[src/wdc_pkg.sv]
package wdc_pkg;

    // ------------------------------------------------------------------
    // widths
    // ------------------------------------------------------------------
    localparam int WB_AW = 8;
    localparam int WB_DW = 32;
    localparam int CNT_W = 24;

    // ------------------------------------------------------------------
    // register offsets (byte addresses)
    // ------------------------------------------------------------------
    localparam logic [WB_AW-1:0] OFS_CTRL   = 8'h00;
    localparam logic [WB_AW-1:0] OFS_RELOAD = 8'h04;
    localparam logic [WB_AW-1:0] OFS_COUNT  = 8'h08;
    localparam logic [WB_AW-1:0] OFS_IRQ_ST = 8'h0c;
    localparam logic [WB_AW-1:0] OFS_IRQ_MK = 8'h10;

    // ------------------------------------------------------------------
    // control register fields
    // ------------------------------------------------------------------
    localparam int CTRL_EN_BIT   = 0;
    localparam int CTRL_TO_BIT   = 5;
    localparam int CTRL_STOP_BIT = 6;
    localparam int CTRL_POR_BIT  = 7;

    // interrupt status and mask share one layout
    localparam int IRQ_W        = 2;
    localparam int IRQ_TO_BIT   = 0;
    localparam int IRQ_STOP_BIT = 1;

    // ------------------------------------------------------------------
    // reset values
    // ------------------------------------------------------------------
    localparam logic [CNT_W-1:0] RELOAD_RST = 24'hffffff;
    localparam logic [IRQ_W-1:0] MASK_RST   = 2'h0;

    // timeout_response_select level that picks the interrupt response
    localparam logic RESP_IRQ = 1'b1;

    // ------------------------------------------------------------------
    // bus carriers
    // ------------------------------------------------------------------
    typedef struct packed {
        logic             cyc;
        logic             stb;
        logic             we;
        logic [WB_AW-1:0] adr;
        logic [3:0]       sel;
        logic [WB_DW-1:0] dat;
    } wdc_wb_req_t;

    typedef struct packed {
        logic             ack;
        logic [WB_DW-1:0] dat;
    } wdc_wb_rsp_t;

endpackage

[src/wdc_tick_sync.sv]
`timescale 1ns/1ps
module wdc_tick_sync (
    input  wire logic core_clk,
    input  wire logic rst,
    input  wire logic osc_in,
    output logic      tick
);
    logic meta;
    logic stable;
    logic last;

    // ------------------------------------------------------------------
    // two-flop synchroniser, then rising edge detect on the second stage
    // ------------------------------------------------------------------
    always_ff @(posedge core_clk) begin
        if (rst) begin
            meta   <= 1'b0;
            stable <= 1'b0;
            last   <= 1'b0;
            tick   <= 1'b0;
        end else begin
            meta   <= osc_in;
            stable <= meta;
            last   <= stable;
            tick   <= stable & ~last;
        end
    end
endmodule

[src/wdc_down_counter.sv]
`timescale 1ns/1ps
module wdc_down_counter #(
    parameter int WIDTH = 24
) (
    input  wire logic             core_clk,
    input  wire logic             rst,
    input  wire logic             load,
    input  wire logic [WIDTH-1:0] load_val,
    input  wire logic             dec,
    output logic      [WIDTH-1:0] count,
    output logic                  reached_zero
);
    // ------------------------------------------------------------------
    // load wins over decrement; zero wraps to all ones on its own
    // ------------------------------------------------------------------
    always_ff @(posedge core_clk) begin
        if (rst) begin
            count        <= '1;
            reached_zero <= 1'b0;
        end else if (load) begin
            count        <= load_val;
            reached_zero <= 1'b0;
        end else if (dec) begin
            count        <= count - WIDTH'(1);
            reached_zero <= (count == WIDTH'(1));
        end else begin
            reached_zero <= 1'b0;
        end
    end
endmodule

[src/wdc_watchdog.sv]
// How it works
// - on first enable the counter loads the reload register value
// - counter decrements once per watchdog oscillator tick toward zero
// - cpu refresh reloads the counter, counting then resumes
// - debug mode refreshes the counter every cycle, no time-out possible
// - time-out is declared when the counter reaches zero
// - option input selects reset or interrupt response to time-out
// - interrupt mode: raise interrupt request and set time-out flag
// - after interrupt time-out counter wraps to all ones, no reload
// - interrupt mode time-out in stop starts stop recovery plus interrupt
// - interrupt mode time-out in stop sets time-out flag and stop flag
// - reset mode time-out outside stop requests full system reset
// - power-on reset sets the power-on flag in control register
//
// The placing of the registers and register access over Wishbone were decided locally.
`timescale 1ns/1ps
module wdc_watchdog #(
    parameter int CNT_WIDTH = wdc_pkg::CNT_W
) (
    input  wire logic                core_clk,
    input  wire logic                rst,
    input  wire logic                power_on,
    input  wire wdc_pkg::wdc_wb_req_t wb_req,
    output wdc_pkg::wdc_wb_rsp_t     wb_rsp,
    input  wire logic                wdog_osc,
    input  wire logic                refresh,
    input  wire logic                debug_mode,
    input  wire logic                stop_mode,
    input  wire logic                timeout_response_select,
    output logic                     irq,
    output logic                     sys_reset_req,
    output logic                     stop_recovery
);
    import wdc_pkg::*;

    logic                 enable;
    logic                 enable_d;
    logic [CNT_WIDTH-1:0] reload_val;
    logic [CNT_WIDTH-1:0] count;
    logic                 tick;
    logic                 reached_zero;
    logic                 cnt_load;
    logic                 timeout_flag;
    logic                 stop_flag;
    logic                 por_flag;
    logic [IRQ_W-1:0]     irq_status;
    logic [IRQ_W-1:0]     irq_mask;
    logic                 bus_hit;
    logic                 wr_stb;
    logic                 rd_stb;
    logic                 irq_mode;
    logic                 to_irq_ev;
    logic                 to_stop_ev;
    logic                 to_rst_ev;
    logic [IRQ_W-1:0]     irq_events;
    logic [WB_DW-1:0]     next_rdata;

    // ------------------------------------------------------------------
    // wishbone slave: one wait state, ack for one cycle, every address
    // answers so an unmapped access cannot hang the bus
    // ------------------------------------------------------------------
    // writes land at the edge where the master sees ack; reads are
    // captured, and their flags cleared, at the edge that raises ack
    assign bus_hit = wb_req.cyc & wb_req.stb & ~wb_rsp.ack;
    assign wr_stb  = wb_req.cyc & wb_req.stb & wb_req.we & wb_rsp.ack;
    assign rd_stb  = bus_hit & ~wb_req.we;

    always_comb begin
        next_rdata = '0;
        case (wb_req.adr)
            OFS_CTRL: begin
                next_rdata[CTRL_EN_BIT]   = enable;
                next_rdata[CTRL_TO_BIT]   = timeout_flag;
                next_rdata[CTRL_STOP_BIT] = stop_flag;
                next_rdata[CTRL_POR_BIT]  = por_flag;
            end
            OFS_RELOAD: next_rdata[CNT_WIDTH-1:0] = reload_val;
            OFS_COUNT:  next_rdata[CNT_WIDTH-1:0] = count;
            OFS_IRQ_ST: next_rdata[IRQ_W-1:0]     = irq_status;
            OFS_IRQ_MK: next_rdata[IRQ_W-1:0]     = irq_mask;
            default:    next_rdata = '0;
        endcase
    end

    // ack and read data share one process so the response has one driver
    always_ff @(posedge core_clk) begin
        if (rst) begin
            wb_rsp <= '0;
        end else begin
            wb_rsp.ack <= bus_hit;
            if (rd_stb) begin
                wb_rsp.dat <= next_rdata;
            end else begin
                wb_rsp.dat <= '0;
            end
        end
    end

    // ------------------------------------------------------------------
    // software-written registers
    // ------------------------------------------------------------------
    always_ff @(posedge core_clk) begin
        if (rst) begin
            enable <= 1'b0;
        end else if (wr_stb && wb_req.adr == OFS_CTRL && wb_req.sel[0]) begin
            enable <= wb_req.dat[CTRL_EN_BIT];
        end
    end

    always_ff @(posedge core_clk) begin
        if (rst) begin
            reload_val <= RELOAD_RST;
        end else if (wr_stb && wb_req.adr == OFS_RELOAD) begin
            for (int b = 0; b < 3; b++) begin
                if (wb_req.sel[b]) begin
                    reload_val[b*8 +: 8] <= wb_req.dat[b*8 +: 8];
                end
            end
        end
    end

    always_ff @(posedge core_clk) begin
        if (rst) begin
            irq_mask <= MASK_RST;
        end else if (wr_stb && wb_req.adr == OFS_IRQ_MK && wb_req.sel[0]) begin
            irq_mask <= wb_req.dat[IRQ_W-1:0];
        end
    end

    // ------------------------------------------------------------------
    // counting
    // ------------------------------------------------------------------
    wdc_tick_sync u_tick_sync (
        .core_clk (core_clk),
        .rst      (rst),
        .osc_in   (wdog_osc),
        .tick     (tick)
    );

    always_ff @(posedge core_clk) begin
        if (rst) begin
            enable_d <= 1'b0;
        end else begin
            enable_d <= enable;
        end
    end

    // a disabled watchdog ignores refresh and debug; the first enable edge
    // loads the reload value, so counting always starts from that value
    assign cnt_load = (enable & ~enable_d)
                    | (enable & refresh)
                    | (enable & debug_mode);

    wdc_down_counter #(
        .WIDTH (CNT_WIDTH)
    ) u_counter (
        .core_clk     (core_clk),
        .rst          (rst),
        .load         (cnt_load),
        .load_val     (reload_val),
        .dec          (enable & tick),
        .count        (count),
        .reached_zero (reached_zero)
    );

    // ------------------------------------------------------------------
    // time-out response
    // ------------------------------------------------------------------
    // reached_zero is a one-cycle pulse; the counter wraps itself and no
    // reload happens, so the next time-out is a full count later
    assign irq_mode   = (timeout_response_select == RESP_IRQ);
    assign to_irq_ev  = reached_zero & irq_mode;
    assign to_stop_ev = to_irq_ev & stop_mode;
    assign to_rst_ev  = reached_zero & ~irq_mode & ~stop_mode;

    always_ff @(posedge core_clk) begin
        if (rst) begin
            sys_reset_req <= 1'b0;
        end else begin
            sys_reset_req <= to_rst_ev;
        end
    end

    always_ff @(posedge core_clk) begin
        if (rst) begin
            stop_recovery <= 1'b0;
        end else begin
            stop_recovery <= to_stop_ev;
        end
    end

    // ------------------------------------------------------------------
    // control register flags: read clears, a new event wins the clear
    // ------------------------------------------------------------------
    always_ff @(posedge core_clk) begin
        if (rst) begin
            timeout_flag <= 1'b0;
        end else if (to_irq_ev) begin
            timeout_flag <= 1'b1;
        end else if (rd_stb && wb_req.adr == OFS_CTRL) begin
            timeout_flag <= 1'b0;
        end
    end

    always_ff @(posedge core_clk) begin
        if (rst) begin
            stop_flag <= 1'b0;
        end else if (to_stop_ev) begin
            stop_flag <= 1'b1;
        end else if (rd_stb && wb_req.adr == OFS_CTRL) begin
            stop_flag <= 1'b0;
        end
    end

    // power_on is sampled during reset too, so the flag survives the
    // system reset that the power-on event itself causes
    always_ff @(posedge core_clk) begin
        if (power_on) begin
            por_flag <= 1'b1;
        end else if (rst) begin
            por_flag <= 1'b0;
        end else if (rd_stb && wb_req.adr == OFS_CTRL) begin
            por_flag <= 1'b0;
        end
    end

    // ------------------------------------------------------------------
    // interrupt status, mask and request line
    // ------------------------------------------------------------------
    assign irq_events[IRQ_TO_BIT]   = to_irq_ev;
    assign irq_events[IRQ_STOP_BIT] = to_stop_ev;

    always_ff @(posedge core_clk) begin
        if (rst) begin
            irq_status <= '0;
        end else if (rd_stb && wb_req.adr == OFS_IRQ_ST) begin
            irq_status <= irq_events;
        end else begin
            irq_status <= irq_status | irq_events;
        end
    end

    // one cycle behind the status bits, straight from a flop
    always_ff @(posedge core_clk) begin
        if (rst) begin
            irq <= 1'b0;
        end else begin
            irq <= |(irq_status & irq_mask);
        end
    end

endmodule

[config.mk]
export PLATFORM = sky130hd
export DESIGN_NAME = wdc_watchdog
export DESIGN_NICKNAME = d
export VERILOG_FILES = /design/src/wdc_pkg.sv /design/src/wdc_tick_sync.sv /design/src/wdc_down_counter.sv /design/src/wdc_watchdog.sv
export SDC_FILE = /design/constraint.sdc
export NUM_CORES = 1
export LEC_CHECK = 0
export ABC_CLOCK_PERIOD_IN_PS = 6900
export BUFFER_PORTS_ARGS = -buffer_cell sky130_fd_sc_hd__buf_2
export CAP_MARGIN = 30
export CELL_PAD_IN_SITES_DETAIL_PLACEMENT = 1
export CELL_PAD_IN_SITES_GLOBAL_PLACEMENT = 1
export CORE_MARGIN = 10
export CORE_UTILIZATION = 43
export DETAILED_ROUTE_END_ITERATION = 6
export PLACE_DENSITY = 0.87
export SYNTH_ARGS = -nofsm -noshare
export SYNTH_HDL_FRONTEND = slang
export SYNTH_HIERARCHICAL = 1
export SYNTH_SLANG_ARGS = --single-unit
export TNS_END_PERCENT = 50
[constraint.sdc]
create_clock -name core_clk -period 6.9 [get_ports core_clk]
set_input_delay 0.69 -clock core_clk [delete_from_list [all_inputs] [get_ports core_clk]]
set_output_delay 0.69 -clock core_clk [all_outputs]
set_load 0.01 [all_outputs]
==> results.py <==
metrics = {
    "global_route": {
        "grt_pass1_vias": 3821,
        "grt_max_degree": 76,
        "overflow": 0,
        "grtUsageTotal": 0.1639,
        "grt_pass1_wl_um": 19120,
        "antenna_found_initial": 0,
    },
    "route": {
        "totalWireLength_um": 11570,
        "drt_iter0_drc": 225,
        "routedWlPerCell_um": 18.02,
        "vias": 3555,
        "first_pass_iters": 5,
        "drcViolationCount": 0,
        "drt-vias-per-instance": 5.537,
        "ant_nets": 0,
    },
    "sta": {
        "slew_headroom": 0.3356,
        "slew_viol_final": 0,
        "setup_violations": 0,
        "max_freq_mhz": 382.2,
        "rsz0062_at_grt": "false",
        "whs_ps": 409.4,
        "worst_slew_pin_slew_ps": 989.2,
        "period_needed_ps": 2616,
        "fin_tns_setup_ps": 0,
        "skew_ps": 10.73,
        "fin_crit_sh": 0.3792,
        "hold_viol_final": 0,
    },
    "power_and_ir_drop": {
        "power_switching_mw": 0.2205,
        "p_sw_frac": 0.2370,
        "power_density_mw_per_mm2": 199.7,
        "p_int_mw": 0.7100,
        "peakVddDrop_mv": 0.1101,
        "clockPowerShare": 0.375,
        "seq_power_share": 0.560,
        "power_frac_comb": 0.065,
        "p_leak_nw": 1.791,
    },
    "logic_synthesis": {
        "yosysWarnings": 6,
        "yosys-top-cells-count": "dfxtp_1, nor2_1, mux2i_1, nor3_1, clkbuf_1",
        "synth_area_mm2": 0.004098,
        "yosys_register_bits": 90,
        "synthFlopType": "dfxtp_1",
        "synth-edff-count": 0,
        "synth_area_leaders": "dfxtp_1, mux2i_1, nor2_1, a22oi_1, nor3_1",
        "yosysTopAreaCellShare": 0.4397,
        "syn_inst": 455,
        "avgSynthCellArea_um2": 9.006,
        "synth_top_area_cell": "dfxtp_1",
        "ys_seq_area_frac": 0.4397,
        "synth_most_common_cell": "dfxtp_1",
        "synth_cell_types": 60,
        "async_flop_share": 0,
    },
    "worst_setup_path": {
        "crit_path_start_kind": "register",
        "crit_path_max_fanout": 10,
        "endpoint": "u_counter/count[15]",
        "ff2ff_path_depth": 5,
        "timing.rr.end": "u_counter/count[15]",
        "required_ps": 7190,
        "crit_start": "enable",
        "r2r_slack_ps": 4280,
        "cp-end-kind": "register",
        "arrival_ps": 2900,
        "path_class": "reg2reg",
        "r2r_start": "enable",
    },
    "finish": {
        "register_area_mm2": 0.001802,
        "final_cell_area_mm2": 0.004659,
        "n_antenna_cell": 0,
        "fin_nets": 566,
        "drive_gt1_frac": 0.2066,
        "syn_to_final_growth_pct": 13.71,
        "multiInputGateArea_mm2": 0.002113,
        "fillCellCount": 1121,
    },
    "run": {
        "drv_cap": 0,
    },
    "placement": {
        "dp_hpwl_um": 8224,
        "place.gp.congestion": 0.8334,
        "portBuffers": 73,
        "placed_cell_area_mm2": 0.004476,
    },
    "floorplanning": {
        "fp.dieW_um": 117.6,
        "num_rows": 35,
        "core_area_mm2": 0.009240,
        "dieArea_mm2": 0.01383,
        "top_level_ports": 91,
        "start_util": 0.4435,
        "die_y_um": 117.6,
    },
    "clocking": {
        "root_buffer": "clkbuf_8",
        "cts_buffers": 9,
        "clkSlewWorstSetupHoldPaths_ps": 80,
        "cts_hold_buf": 0,
        "cts.sinks": 90,
        "post_cts_buffers": 0,
        "ctsHtreeMaxLevel": 3,
        "cts_resized": 0,
        "cts_tree": "built",
        "clk_path_buf_depth": 2,
        "insertion_delay_ps": 370,
    },
    "hold_path": {
        "hold_class": "reg2reg",
    },
    "status": {
        "status": "finished clean",
    },
}
## per-stage QoR
| step | worst slack, ps | total power [mW] | cells | utilization |
|---|---|---|---|---|
| final | 4284 | 0.9305 | 642 | 0.5043 |
| after global placement | 4262 | 0.5913 | 627 | 0.4844 |
| after detailed placement | 4192 | 0.5938 | 627 | 0.4844 |
| after CTS | 4301 | 0.9396 | 642 | 0.5043 |
| after floorplan | 4453 | 0.5737 | 462 | - |
| after global routing | 4198 | 0.9687 | 642 | 0.5043 |
## how the worst min path moves through the flow
| stage | startpoint | to | cells after the start |
|---|---|---|---|
| after floorplan | u_tick_sync/last | u_tick_sync/tick | 1 |
| after global placement | u_tick_sync/last | u_tick_sync/tick | 1 |
| after detailed placement | u_tick_sync/last | u_tick_sync/tick | 1 |
| after CTS | u_tick_sync/last | u_tick_sync/tick | 1 |
| after global routing | u_tick_sync/last | u_tick_sync/tick | 1 |
| final | u_tick_sync/last | u_tick_sync/tick | 1 |
## power by group through the flow
stage	registers (mW)	logic, mW	clock network [mW]
finish	0.521	0.0607	0.349
global route	0.522	0.0679	0.379
CTS	0.521	0.0608	0.358
detailed placement	0.533	0.0604	0
global placement	0.533	0.0580	0
floorplan	0.533	0.0403	0
## critical path, stage by stage (launching register included)
cell and delay [ps]:
dfxtp_1 380, and2_1 290, or4b_1 610, or4_4 610, or4_1 460, a31oi_1 200
## final cells by class
type | count | area share
Clock buffer | 10 | 0.02739
Sequential cell | 90 | 0.3867
Multi-Input combinational cell | 328 | 0.4535
Clock inverter | 5 | 0.01208
Timing Repair Buffer | 75 | 0.08163
Tap cell | 129 | 0.03464
Inverter | 5 | 0.004028
## cells by family after synthesis
family,Yosys count,share of synthesized area
muxes,34,0.08641
xor gates and xnor gates,9,0.01924
AOI/OAI and AO/OA,67,0.1182
adders and majority gates,2,0.006106
DFF,90,0.4397
other,1,0.0009152
buffers and inverters,44,0.05221
and+or+nand+nor,208,0.2773
## flip-flops by register name, summed over array words and instances, names as in the netlist
register and cells:
enable 1, reload_val 24, por_flag 1, u_tick_sync/tick 1
wb_rsp 25, irq 1, sys_reset_req 1, timeout_flag 1
u_counter/reached_zero 1, u_tick_sync/stable 1, stop_recovery 1, irq_status 2
enable_d 1, u_tick_sync/meta 1, u_tick_sync/last 1, stop_flag 1
u_counter/count 24, irq_mask 2
## cells in the final DEF, fill, tap and decap left out, types with 4 or more instances in the layout
cell type  count
nand3b_1       7
nor4_1        12
o21ai_0        7
nor3_1        29
buf_2         73
o311a_1        5
inv_1          4
or4_1          9
a21oi_1        9
clkbuf_8       9
conb_1         8
dfxtp_1       90
nand2b_1      14
nor2_1        83
mux2i_1       32
a22oi_1       20
or3_1          6
nand2_1       15
xnor2_1        8
## per-layer routing
layer / global-route usage / share of wire / up-vias
li1: - / - / 1716
met1: 0.1980 / 0.45 / 1723
met2: 0.2720 / 0.48 / 96
met3: 0.05228 / 0.052 / 20
met4: 0.04637 / 0.017 / 0
met5: 0 / 0 / -
No activity file was read; power rests on OpenSTA's default activity.
